## config.mk

```make
export PLATFORM = sky130hd
export DESIGN_NAME = pna_agent
export DESIGN_NICKNAME = d
export VERILOG_FILES = /design/src/pna_pkg.sv /design/src/pna_agent.sv
export VERILOG_INCLUDE_DIRS = /design/src
export SDC_FILE = /design/constraint.sdc
export NUM_CORES = 1
export LEC_CHECK = 0
export BUFFER_PORTS_ARGS = -buffer_cell sky130_fd_sc_hd__buf_2
export CAP_MARGIN = 30
export CORE_ASPECT_RATIO = 0.75
export CORE_MARGIN = 2
export CORE_UTILIZATION = 55
export DETAILED_ROUTE_END_ITERATION = 10
export PLACE_DENSITY = 0.8
export SETUP_SLACK_MARGIN = 0.3
export SLEW_MARGIN = 5
export SYNTH_ARGS = -nofsm -noshare
export SYNTH_HDL_FRONTEND = slang
export SYNTH_SLANG_ARGS = --single-unit
export TNS_END_PERCENT = 30
```

## constraint.sdc

```tcl
create_clock -name core_clk -period 16.4 [get_ports core_clk]
set_input_delay 1.64 -clock core_clk [delete_from_list [all_inputs] [get_ports core_clk]]
set_output_delay 1.64 -clock core_clk [all_outputs]
set_load 0.01 [all_outputs]
```

## src/pna_cfg.svh

```systemverilog
`ifndef PNA_CFG_SVH
`define PNA_CFG_SVH

// Bus command codes carried on the command lanes in the address phase
`define PNA_CMD_MEM_RD 4'h6
`define PNA_CMD_MEM_WR 4'h7
`define PNA_CMD_CFG_RD 4'hA
`define PNA_CMD_CFG_WR 4'hB

// Memory window claimed as a target
`define PNA_MEM_BASE 32'hF000_0000
`define PNA_MEM_MASK 32'hFFFF_F000

// Identity word of config dword 0; values are arbitrary
`define PNA_VENDOR_ID 16'h1D0C
`define PNA_DEVICE_ID 16'h00A5

// Clocks without a claim before a master abort
`define PNA_MABORT_CYCLES 3'h5

// Data buffer shape: byte enables on top of the data word
`define PNA_FIFO_WIDTH 36
`define PNA_FIFO_DEPTH 8

`endif

```

## src/pna_pkg.sv

```systemverilog
`default_nettype none
`include "pna_cfg.svh"

package pna_pkg;

	// Bus pins as sampled at the rising clock edge
	typedef struct packed {
		logic [31:0] ad;
		logic [3:0] cbe_n;
		logic par;
		logic frame_n;
		logic irdy_n;
		logic trdy_n;
		logic stop_n;
		logic devsel_n;
		logic idsel;
		logic gnt_n;
	} pna_bus_in_s;

	// Pin drive values with their output enables
	typedef struct packed {
		logic [31:0] ad;
		logic ad_oe;
		logic [3:0] cbe_n;
		logic cbe_oe;
		logic par;
		logic par_oe;
		logic frame_n;
		logic frame_oe;
		logic irdy_n;
		logic irdy_oe;
		logic trdy_n;
		logic trdy_oe;
		logic stop_n;
		logic stop_oe;
		logic devsel_n;
		logic devsel_oe;
		logic perr_n;
		logic perr_oe;
		logic serr_n;
		logic serr_oe;
		logic inta_n;
		logic inta_oe;
		logic req_n;
		logic req_oe;
	} pna_bus_out_s;

	// Single-word memory write asked of the master
	typedef struct packed {
		logic valid;
		logic [31:0] addr;
		logic [31:0] data;
		logic [3:0] be;
	} pna_mst_req_s;

	// Outcome of a master request
	typedef struct packed {
		logic accepted;
		logic ok;
		logic aborted;
	} pna_mst_rsp_s;

	typedef enum logic [3:0] {
		T_IDLE = 4'h1,
		T_WAIT = 4'h2,
		T_DATA = 4'h4,
		T_TURN = 4'h8
	} pna_tgt_e;

	typedef enum logic [4:0] {
		M_IDLE = 5'h01,
		M_REQ = 5'h02,
		M_ADDR = 5'h04,
		M_DATA = 5'h08,
		M_TURN = 5'h10
	} pna_mst_e;

endpackage : pna_pkg

`default_nettype wire

```

## src/pna_agent.sv

```systemverilog
`default_nettype none
`include "pna_cfg.svh"

// Synchronous FIFO with valid/ready on both sides
module pna_fifo #(
	parameter int WIDTH = `PNA_FIFO_WIDTH,
	parameter int DEPTH = `PNA_FIFO_DEPTH
) (
	input wire logic core_clk,
	input wire logic reset_n,
	input wire logic in_valid,
	output logic in_ready,
	input wire logic [WIDTH-1:0] in_data,
	output logic out_valid,
	input wire logic out_ready,
	output logic [WIDTH-1:0] out_data,
	output logic [$clog2(DEPTH+1)-1:0] free
);
	localparam int AW = $clog2(DEPTH);
	localparam int CW = $clog2(DEPTH+1);

	logic [WIDTH-1:0] mem [DEPTH];
	logic [AW-1:0] wr_ptr_q;
	logic [AW-1:0] rd_ptr_q;
	logic [CW-1:0] count_q;
	logic push;
	logic pop;

	assign in_ready = (count_q != CW'(DEPTH));
	assign out_valid = (count_q != '0);
	assign push = in_valid & in_ready;
	assign pop = out_valid & out_ready;
	assign out_data = mem[rd_ptr_q];
	assign free = CW'(DEPTH) - count_q;

	// Storage array, written only on an accepted push
	always_ff @(posedge core_clk)
	begin
		if (push)
		begin
			mem[wr_ptr_q] <= in_data;
		end
	end

	// Pointers wrap at the depth, which need not be a power of two
	always_ff @(posedge core_clk or negedge reset_n)
	begin
		if (!reset_n)
		begin
			wr_ptr_q <= '0;
			rd_ptr_q <= '0;
			count_q <= '0;
		end
		else
		begin
			if (push)
			begin
				wr_ptr_q <= (wr_ptr_q == AW'(DEPTH-1)) ? '0 : wr_ptr_q + 1'b1;
			end
			if (pop)
			begin
				rd_ptr_q <= (rd_ptr_q == AW'(DEPTH-1)) ? '0 : rd_ptr_q + 1'b1;
			end
			if (push && !pop)
			begin
				count_q <= count_q + 1'b1;
			end
			else if (pop && !push)
			begin
				count_q <= count_q - 1'b1;
			end
		end
	end

endmodule : pna_fifo

module pna_agent (
	input wire logic core_clk,
	input wire logic reset_n,
	input wire pna_pkg::pna_bus_in_s bus_sample,
	output pna_pkg::pna_bus_out_s bus_drive,
	input wire pna_pkg::pna_mst_req_s mst_cmd,
	output pna_pkg::pna_mst_rsp_s mst_done,
	output logic wr_valid,
	input wire logic wr_ready,
	output logic [`PNA_FIFO_WIDTH-1:0] wr_word,
	input wire logic [31:0] rd_data,
	output logic rd_taken,
	input wire logic irq_level
);
	localparam int FW = $clog2(`PNA_FIFO_DEPTH+1);

	// Decode of an address phase: bit 1 claims, bit 0 marks configuration
	function automatic logic [1:0] pna_decode(input logic [31:0] ad, input logic [3:0] cmd,
		input logic idsel);
		logic cfg;
		logic mem;
		cfg = idsel && (ad[1:0] == 2'h0)
			&& (cmd == `PNA_CMD_CFG_RD || cmd == `PNA_CMD_CFG_WR);
		mem = ((ad & `PNA_MEM_MASK) == `PNA_MEM_BASE)
			&& (cmd == `PNA_CMD_MEM_RD || cmd == `PNA_CMD_MEM_WR);
		return {cfg | mem, cfg};
	endfunction : pna_decode

	pna_pkg::pna_tgt_e t_state_q;
	pna_pkg::pna_mst_e m_state_q;
	logic frame_prev_q;
	logic t_read_q;
	logic t_cfg_q;
	logic [5:0] t_reg_q;
	logic devsel_q;
	logic trdy_q;
	logic stop_q;
	logic t_oe_q;
	logic [31:0] ad_q;
	logic ad_oe_q;
	logic [3:0] cbe_q;
	logic cbe_oe_q;
	logic par_q;
	logic par_oe_q;
	logic frame_q;
	logic irdy_q;
	logic m_oe_q;
	logic req_q;
	logic req_oe_q;
	logic [2:0] m_wait_q;
	pna_pkg::pna_mst_req_s m_cmd_q;
	pna_pkg::pna_mst_rsp_s done_q;
	logic apar_q;
	logic achk_q;
	logic serr_q;
	logic dpar_q;
	logic dchk_q;
	logic derr;
	logic perr_q;
	logic perr_oe_q;
	logic inta_q;
	logic rd_taken_q;
	logic [1:0] hit;
	logic addr_phase;
	logic t_done;
	logic t_end;
	logic t_write;
	logic push;
	logic accept;
	logic m_go;
	logic m_done;
	logic m_stop;
	logic m_abort;
	logic m_end;
	logic [31:0] t_word;
	logic [FW-1:0] fifo_free;
	logic fifo_in_ready;

	// Address phase is the edge on which FRAME is first seen low
	assign addr_phase = frame_prev_q & ~bus_sample.frame_n;
	assign hit = pna_decode(bus_sample.ad, bus_sample.cbe_n, bus_sample.idsel);

	// Target handshake terms, all on the pins at this edge
	assign t_done = (t_state_q == pna_pkg::T_DATA) & ~bus_sample.irdy_n & ~trdy_q;
	assign t_end = (t_state_q == pna_pkg::T_DATA) & bus_sample.frame_n & ~bus_sample.irdy_n
		& (~trdy_q | ~stop_q);
	assign t_write = ~t_read_q & ~t_cfg_q;
	assign push = t_done & t_write;

	// Conservative space test: a pop this cycle is not counted on
	assign accept = ~t_write | (fifo_free > FW'(1)) | ((fifo_free == FW'(1)) & ~push);
	assign t_word = t_cfg_q ? ((t_reg_q == 6'h00) ? {`PNA_DEVICE_ID, `PNA_VENDOR_ID} : 32'h0)
		: rd_data;

	// Master terms; the bus is taken only when idle and granted
	assign m_go = (m_state_q == pna_pkg::M_REQ) & ~bus_sample.gnt_n & bus_sample.frame_n
		& bus_sample.irdy_n & (t_state_q == pna_pkg::T_IDLE);
	assign m_done = ~irdy_q & ~bus_sample.trdy_n;
	assign m_stop = ~bus_sample.stop_n;
	assign m_abort = bus_sample.devsel_n & (m_wait_q == `PNA_MABORT_CYCLES - 3'h1);
	assign m_end = (m_state_q == pna_pkg::M_DATA) & (m_done | m_stop | m_abort);

	// Write data from the bus queues here; the user side can stall it
	pna_fifo #(
		.WIDTH(`PNA_FIFO_WIDTH),
		.DEPTH(`PNA_FIFO_DEPTH)
	) u_wr_fifo (
		.core_clk(core_clk),
		.reset_n(reset_n),
		.in_valid(push),
		.in_ready(fifo_in_ready),
		.in_data({~bus_sample.cbe_n, bus_sample.ad}),
		.out_valid(wr_valid),
		.out_ready(wr_ready),
		.out_data(wr_word),
		.free(fifo_free)
	);

	// FRAME history for address phase detection
	always_ff @(posedge core_clk or negedge reset_n)
	begin
		if (!reset_n)
		begin
			frame_prev_q <= 1'b1;
		end
		else
		begin
			frame_prev_q <= bus_sample.frame_n;
		end
	end

	// Target sequencer; claims two clocks after the address (medium decode)
	always_ff @(posedge core_clk or negedge reset_n)
	begin
		if (!reset_n)
		begin
			t_state_q <= pna_pkg::T_IDLE;
			t_read_q <= 1'b0;
			t_cfg_q <= 1'b0;
			t_reg_q <= 6'h00;
		end
		else
		begin
			case (t_state_q)
				pna_pkg::T_IDLE:
				begin
					if (addr_phase && hit[1] && m_state_q != pna_pkg::M_ADDR)
					begin
						t_state_q <= pna_pkg::T_WAIT;
						t_cfg_q <= hit[0];
						t_read_q <= ~bus_sample.cbe_n[0];
						t_reg_q <= bus_sample.ad[7:2];
					end
				end
				pna_pkg::T_WAIT:
				begin
					t_state_q <= pna_pkg::T_DATA;
				end
				pna_pkg::T_DATA:
				begin
					if (t_end)
					begin
						t_state_q <= pna_pkg::T_TURN;
					end
				end
				pna_pkg::T_TURN:
				begin
					t_state_q <= pna_pkg::T_IDLE;
				end
				default:
				begin
					t_state_q <= pna_pkg::T_IDLE;
				end
			endcase
		end
	end

	// Target control lines; a full buffer turns TRDY into a STOP disconnect
	always_ff @(posedge core_clk or negedge reset_n)
	begin
		if (!reset_n)
		begin
			devsel_q <= 1'b1;
			trdy_q <= 1'b1;
			stop_q <= 1'b1;
			t_oe_q <= 1'b0;
		end
		else if (t_state_q == pna_pkg::T_WAIT)
		begin
			devsel_q <= 1'b0;
			trdy_q <= ~accept;
			stop_q <= accept;
			t_oe_q <= 1'b1;
		end
		else if (t_end)
		begin
			devsel_q <= 1'b1;
			trdy_q <= 1'b1;
			stop_q <= 1'b1;
		end
		else if (t_state_q == pna_pkg::T_DATA && stop_q && !accept)
		begin
			trdy_q <= 1'b1;
			stop_q <= 1'b0;
		end
		else if (t_state_q == pna_pkg::T_TURN)
		begin
			t_oe_q <= 1'b0;
		end
	end

	// Master sequencer: one memory write per granted tenure
	always_ff @(posedge core_clk or negedge reset_n)
	begin
		if (!reset_n)
		begin
			m_state_q <= pna_pkg::M_IDLE;
			m_wait_q <= 3'h0;
			m_cmd_q <= '0;
		end
		else
		begin
			case (m_state_q)
				pna_pkg::M_IDLE:
				begin
					if (mst_cmd.valid && t_state_q == pna_pkg::T_IDLE)
					begin
						m_state_q <= pna_pkg::M_REQ;
					end
				end
				pna_pkg::M_REQ:
				begin
					if (m_go)
					begin
						m_state_q <= pna_pkg::M_ADDR;
						m_cmd_q <= mst_cmd;
					end
				end
				pna_pkg::M_ADDR:
				begin
					m_state_q <= pna_pkg::M_DATA;
					m_wait_q <= 3'h0;
				end
				pna_pkg::M_DATA:
				begin
					if (m_end)
					begin
						m_state_q <= pna_pkg::M_TURN;
					end
					else if (bus_sample.devsel_n)
					begin
						m_wait_q <= m_wait_q + 3'h1;
					end
				end
				pna_pkg::M_TURN:
				begin
					m_state_q <= pna_pkg::M_IDLE;
				end
				default:
				begin
					m_state_q <= pna_pkg::M_IDLE;
				end
			endcase
		end
	end

	// FRAME, IRDY and REQ; single phase, so FRAME rises as IRDY falls
	always_ff @(posedge core_clk or negedge reset_n)
	begin
		if (!reset_n)
		begin
			frame_q <= 1'b1;
			irdy_q <= 1'b1;
			m_oe_q <= 1'b0;
			req_q <= 1'b1;
			req_oe_q <= 1'b0;
		end
		else
		begin
			req_oe_q <= 1'b1;
			req_q <= ~((m_state_q == pna_pkg::M_IDLE && mst_cmd.valid
				&& t_state_q == pna_pkg::T_IDLE) || (m_state_q == pna_pkg::M_REQ && !m_go));
			if (m_go)
			begin
				frame_q <= 1'b0;
				m_oe_q <= 1'b1;
			end
			else if (m_state_q == pna_pkg::M_ADDR)
			begin
				frame_q <= 1'b1;
				irdy_q <= 1'b0;
			end
			else if (m_end)
			begin
				irdy_q <= 1'b1;
			end
			else if (m_state_q == pna_pkg::M_TURN)
			begin
				m_oe_q <= 1'b0;
			end
		end
	end

	// Master result pulse; a retry re-arbitrates without reporting
	always_ff @(posedge core_clk or negedge reset_n)
	begin
		if (!reset_n)
		begin
			done_q <= '0;
		end
		else
		begin
			done_q.ok <= m_end & m_done;
			done_q.aborted <= m_end & ~m_done & (m_abort | bus_sample.devsel_n);
			done_q.accepted <= m_end & (m_done | m_abort | bus_sample.devsel_n);
		end
	end

	// Shared AD and command lanes, driven by whichever role owns them
	always_ff @(posedge core_clk or negedge reset_n)
	begin
		if (!reset_n)
		begin
			ad_q <= 32'h0000_0000;
			ad_oe_q <= 1'b0;
			cbe_q <= 4'hF;
			cbe_oe_q <= 1'b0;
		end
		else if (m_go)
		begin
			ad_q <= mst_cmd.addr;
			cbe_q <= `PNA_CMD_MEM_WR;
			ad_oe_q <= 1'b1;
			cbe_oe_q <= 1'b1;
		end
		else if (m_state_q == pna_pkg::M_ADDR)
		begin
			ad_q <= m_cmd_q.data;
			cbe_q <= ~m_cmd_q.be;
		end
		else if (m_end)
		begin
			ad_oe_q <= 1'b0;
			cbe_oe_q <= 1'b0;
		end
		else if (t_state_q == pna_pkg::T_WAIT && t_read_q)
		begin
			ad_q <= t_word;
			ad_oe_q <= 1'b1;
		end
		else if (t_state_q == pna_pkg::T_DATA && t_read_q)
		begin
			if (t_end)
			begin
				ad_oe_q <= 1'b0;
			end
			else if (t_done)
			begin
				ad_q <= t_word;
			end
		end
	end

	// Parity trails the lanes it covers by one clock, so it holds past completion
	always_ff @(posedge core_clk or negedge reset_n)
	begin
		if (!reset_n)
		begin
			par_q <= 1'b0;
			par_oe_q <= 1'b0;
		end
		else
		begin
			par_q <= ^{ad_q, bus_sample.cbe_n};
			par_oe_q <= ad_oe_q;
		end
	end

	// Address parity: check the clock after the address, SERR for one clock
	always_ff @(posedge core_clk or negedge reset_n)
	begin
		if (!reset_n)
		begin
			apar_q <= 1'b0;
			achk_q <= 1'b0;
			serr_q <= 1'b0;
		end
		else
		begin
			apar_q <= ^{bus_sample.ad, bus_sample.cbe_n};
			achk_q <= addr_phase;
			serr_q <= achk_q & (apar_q != bus_sample.par);
		end
	end

	// Data parity on claimed writes: lines held at completion, parity one clock on
	always_ff @(posedge core_clk or negedge reset_n)
	begin
		if (!reset_n)
		begin
			dpar_q <= 1'b0;
			dchk_q <= 1'b0;
		end
		else
		begin
			dpar_q <= ^{bus_sample.ad, bus_sample.cbe_n};
			dchk_q <= t_done & ~t_read_q & ~devsel_q;
		end
	end

	// Compared on the edge after completion; a further flop would make PERR a clock late
	assign derr = dchk_q & (dpar_q != bus_sample.par);

	// PERR low per erroneous phase, then high one clock before release
	always_ff @(posedge core_clk or negedge reset_n)
	begin
		if (!reset_n)
		begin
			perr_q <= 1'b1;
			perr_oe_q <= 1'b0;
		end
		else if (derr)
		begin
			perr_q <= 1'b0;
			perr_oe_q <= 1'b1;
		end
		else if (!perr_q)
		begin
			perr_q <= 1'b1;
		end
		else
		begin
			perr_oe_q <= 1'b0;
		end
	end

	// Interrupt level and read-advance pulse, both from flops
	always_ff @(posedge core_clk or negedge reset_n)
	begin
		if (!reset_n)
		begin
			inta_q <= 1'b0;
			rd_taken_q <= 1'b0;
		end
		else
		begin
			inta_q <= irq_level;
			rd_taken_q <= t_done & t_read_q & ~t_cfg_q;
		end
	end

	// Pin drive; open-drain lines carry a constant low and only steer enable
	assign bus_drive.ad = ad_q;
	assign bus_drive.ad_oe = ad_oe_q;
	assign bus_drive.cbe_n = cbe_q;
	assign bus_drive.cbe_oe = cbe_oe_q;
	assign bus_drive.par = par_q;
	assign bus_drive.par_oe = par_oe_q;
	assign bus_drive.frame_n = frame_q;
	assign bus_drive.frame_oe = m_oe_q;
	assign bus_drive.irdy_n = irdy_q;
	assign bus_drive.irdy_oe = m_oe_q;
	assign bus_drive.trdy_n = trdy_q;
	assign bus_drive.trdy_oe = t_oe_q;
	assign bus_drive.stop_n = stop_q;
	assign bus_drive.stop_oe = t_oe_q;
	assign bus_drive.devsel_n = devsel_q;
	assign bus_drive.devsel_oe = t_oe_q;
	assign bus_drive.perr_n = perr_q;
	assign bus_drive.perr_oe = perr_oe_q;
	assign bus_drive.serr_n = 1'b0;
	assign bus_drive.serr_oe = serr_q;
	assign bus_drive.inta_n = 1'b0;
	assign bus_drive.inta_oe = inta_q;
	assign bus_drive.req_n = req_q;
	assign bus_drive.req_oe = req_oe_q;
	assign mst_done = done_q;
	assign rd_taken = rd_taken_q;

endmodule : pna_agent

`default_nettype wire

```

==> impl_metrics.json <==
{
  "numCtsBuffers": 40,
  "fin_crit_sh_pct": 28.1,
  "drive_above_1_share_pct": 38.2,
  "final-setup-viol-count": 0,
  "synth_seq_cells": 415,
  "crit_cells": 4,
  "mostFrequentLayoutCell": "edfxtp_1",
  "cts.hold.buffers_added": 0,
  "ys_seq_area_share_pct": 67.3,
  "slew_headroom_pct": 34.5,
  "ys_types": 60,
  "power_density_nw_per_um2": 138,
  "ys_async_sr_fraction_pct": 30.6,
  "synth_ff_type": "edfxtp_1",
  "ir_drop_mv": 0.105,
  "tightest_slew_ns": 0.982,
  "hold_viol": 0,
  "syn2layout_area_growth_pct": 16.2,
  "maxSlewViolCount": 0,
  "layout_common_cells": "288 x edfxtp_1, 244 x buf_2, 111 x dfrtp_1",
  "dp_hpwl_um": 24000,
  "min_period_ns": 4.60,
  "postCtsSetupRepairBufs": 0,
  "cts_tree": "built",
  "start_kind": "flop",
  "post-route-drc-count": 0,
  "crit_arrival_ns": 2.96,
  "path_max_fanout": 40,
  "dieHeight_um": 159,
  "pre_cts_slack_ns": 12.01,
  "synth_edf_count": 288,
  "skew_ns": 0.00864,
  "status": "completed",
  "drt_wl_total_um": 39000,
  "synth_top_area_cell": "edfxtp_1",
  "grt_pass1_vias": 10400,
  "finalNetCount": 1481,
  "fin_area_sq_um": 20500,
  "setup_tns_ns": 0,
  "clock-root-buffer": "clkbuf_16",
  "clk_path_buf_depth": 3,
  "path_cells": "buf_4 > mux4_2 > mux2_2 > buf_2",
  "grtUsageTotal_pct": 23.3,
  "cp.required_ns": 14.76,
  "avgRoutedWirePerCell_um": 22.4,
  "max_stage_delay_ns": 0.92,
  "clk_pin_slew_ns": 0.06,
  "initial_core_util_pct": 56.1,
  "die_w_um": 211,
  "yosys-top-cells-area": "edfxtp_1 49%, dfrtp_1 16%, mux4_2 9.2%, mux2_2 5.2%, xnor2_1 2.4%",
  "syn_area_sq_um": 17600,
  "crit_type": "flop to output pin",
  "cp.buffers_inverters": 2,
  "critPathTopFamily": "flip-flops",
  "portBuffers": 245,
  "coreArea_sq_um": 31400,
  "grt_overflow": 0,
  "clock.fmax_ghz": 0.217,
  "grt_pass1_wl_um": 59700,
  "dr.first_iter.drc_count": 877,
  "firstDrtPassIters": 6,
  "min_path_type": "flop to flop",
  "syn_avg_cell_area_sq_um": 16.4,
  "yosysWarnings": 0,
  "netlist_instances": 1073,
  "routed_via_density": 5.86,
  "cts_sinks": 415,
  "ctsResizeCount": 0,
  "post_dp_cell_area_sq_um": 19100,
  "yosysTopAreaCellShare_pct": 49.1,
  "crit_slowest_cell": "dfrtp_2",
  "io_pins": 248,
  "num_vias": 10200,
  "rsz0062_at_grt": "false",
  "row_count": 56,
  "drv_cap": 0,
  "reg2regPathDepth": 12,
  "p_leak_uw": 0.00779,
  "insertion_delay_ns": 0.53,
  "antenna_found_initial": 3,
  "cts-htree-levels": 2,
  "end_kind": "output pin",
  "ant_nets": 0,
  "worst_slack_ns": 11.80,
  "grt_max_degree": 86,
  "gp_congestion": 0.828,
  "die_area_sq_um": 33500,
  "hold_depth": 1
}
metal layers:
layer  routed length, um  global-route usage [%]  up-vias
li1                    -                       -     4504
met1               15400                    31.3     5237
met2               19800                    38.9      411
met3                2740                    4.79       74
met4                1070                    7.20        2
met5                  13                       0        -
Yosys cell counts, drive strengths merged, types with 6 or more instances:
library cell	instances
o21ai	55
a21oi	32
nand3	6
nor2b	36
a22oi	27
buf	48
mux4	72
mux2	82
nor2	56
nand2b	7
ha	24
edfxtp	288
dfrtp	113
xor2	10
nand2	25
inv	36
nor3	11
a31oi	8
xnor2	48
clkbuf	24
dfstp	14
sequential cells by signal (all words and copies together), names as in the netlist, 3 cells and up:
register and cells:
u_wr_fifo.rd_ptr_q 3, m_cmd_q 36, u_wr_fifo.mem 288, ad_q 32, t_state_q 4, mst_done 3, t_reg_q 6, u_wr_fifo.wr_ptr_q 3
m_state_q 5, m_wait_q 3, cbe_q 4, u_wr_fifo.count_q 4
per-stage QoR:
stage | utilization [%] | std cells | hold slack, ns | power, uW
2_1_floorplan | - | 1074 | 0.360 | 1750
3_3_place_gp | 60.8 | 1669 | 0.375 | 1900
3_5_place_dp | 60.8 | 1669 | 0.381 | 1920
4_1_cts | 65.0 | 1740 | 0.383 | 2850
5_1_grt | 65.2 | 1744 | 0.390 | 2960
6_report | 65.2 | 1744 | 0.384 | 2830
path summary, 6_finish.rpt:
path                                             from  slack, ns                    end
worst max-delay path            u_wr_fifo.rd_ptr_q[1]      11.80            wr_word[32]
worst min-delay path                           dchk_q       0.38                 perr_q
worst max register to register           t_state_q[2]      13.16   u_wr_fifo.count_q[3]
worst min register to register                 dchk_q       0.38                 perr_q
max in group asynchronous                     reset_n      14.12  u_wr_fifo.rd_ptr_q[0]
min in group asynchronous                     reset_n       0.89                 inta_q
cell type report:
type / count / area (sq um)
multi-input combinational: 551 / 5230
clock inverter: 17 / 235
tap: 406 / 508
antenna: 2 / 5.00
timing repair buffer: 263 / 1400
inverter: 36 / 140
fill: 2191 / 10900
sequential: 415 / 11800
clock buffer: 54 / 1080
kinds of logic after synthesis:
group	after synthesis	synth area share [%]
AND/OR/NAND/NOR	168	5.13
XOR/XNOR	59	3.01
multiplexers	154	14.5
adder cells (fa/ha/maj)	25	1.82
flip-flops	415	67.3
AO/OA/AOI/OAI	142	4.93
buffers and inverters	108	3.36
other	2	0.0426
power by group:
part | internal [uW] | total (uW) | switching [uW] | leakage, uW
logic | 313 | 575 | 263 | 0.00296
registers | 1240 | 1320 | 86.1 | 0.00419
clock network | 559 | 932 | 373 | 0.000639
No activity file was read; power rests on OpenSTA's default activity.
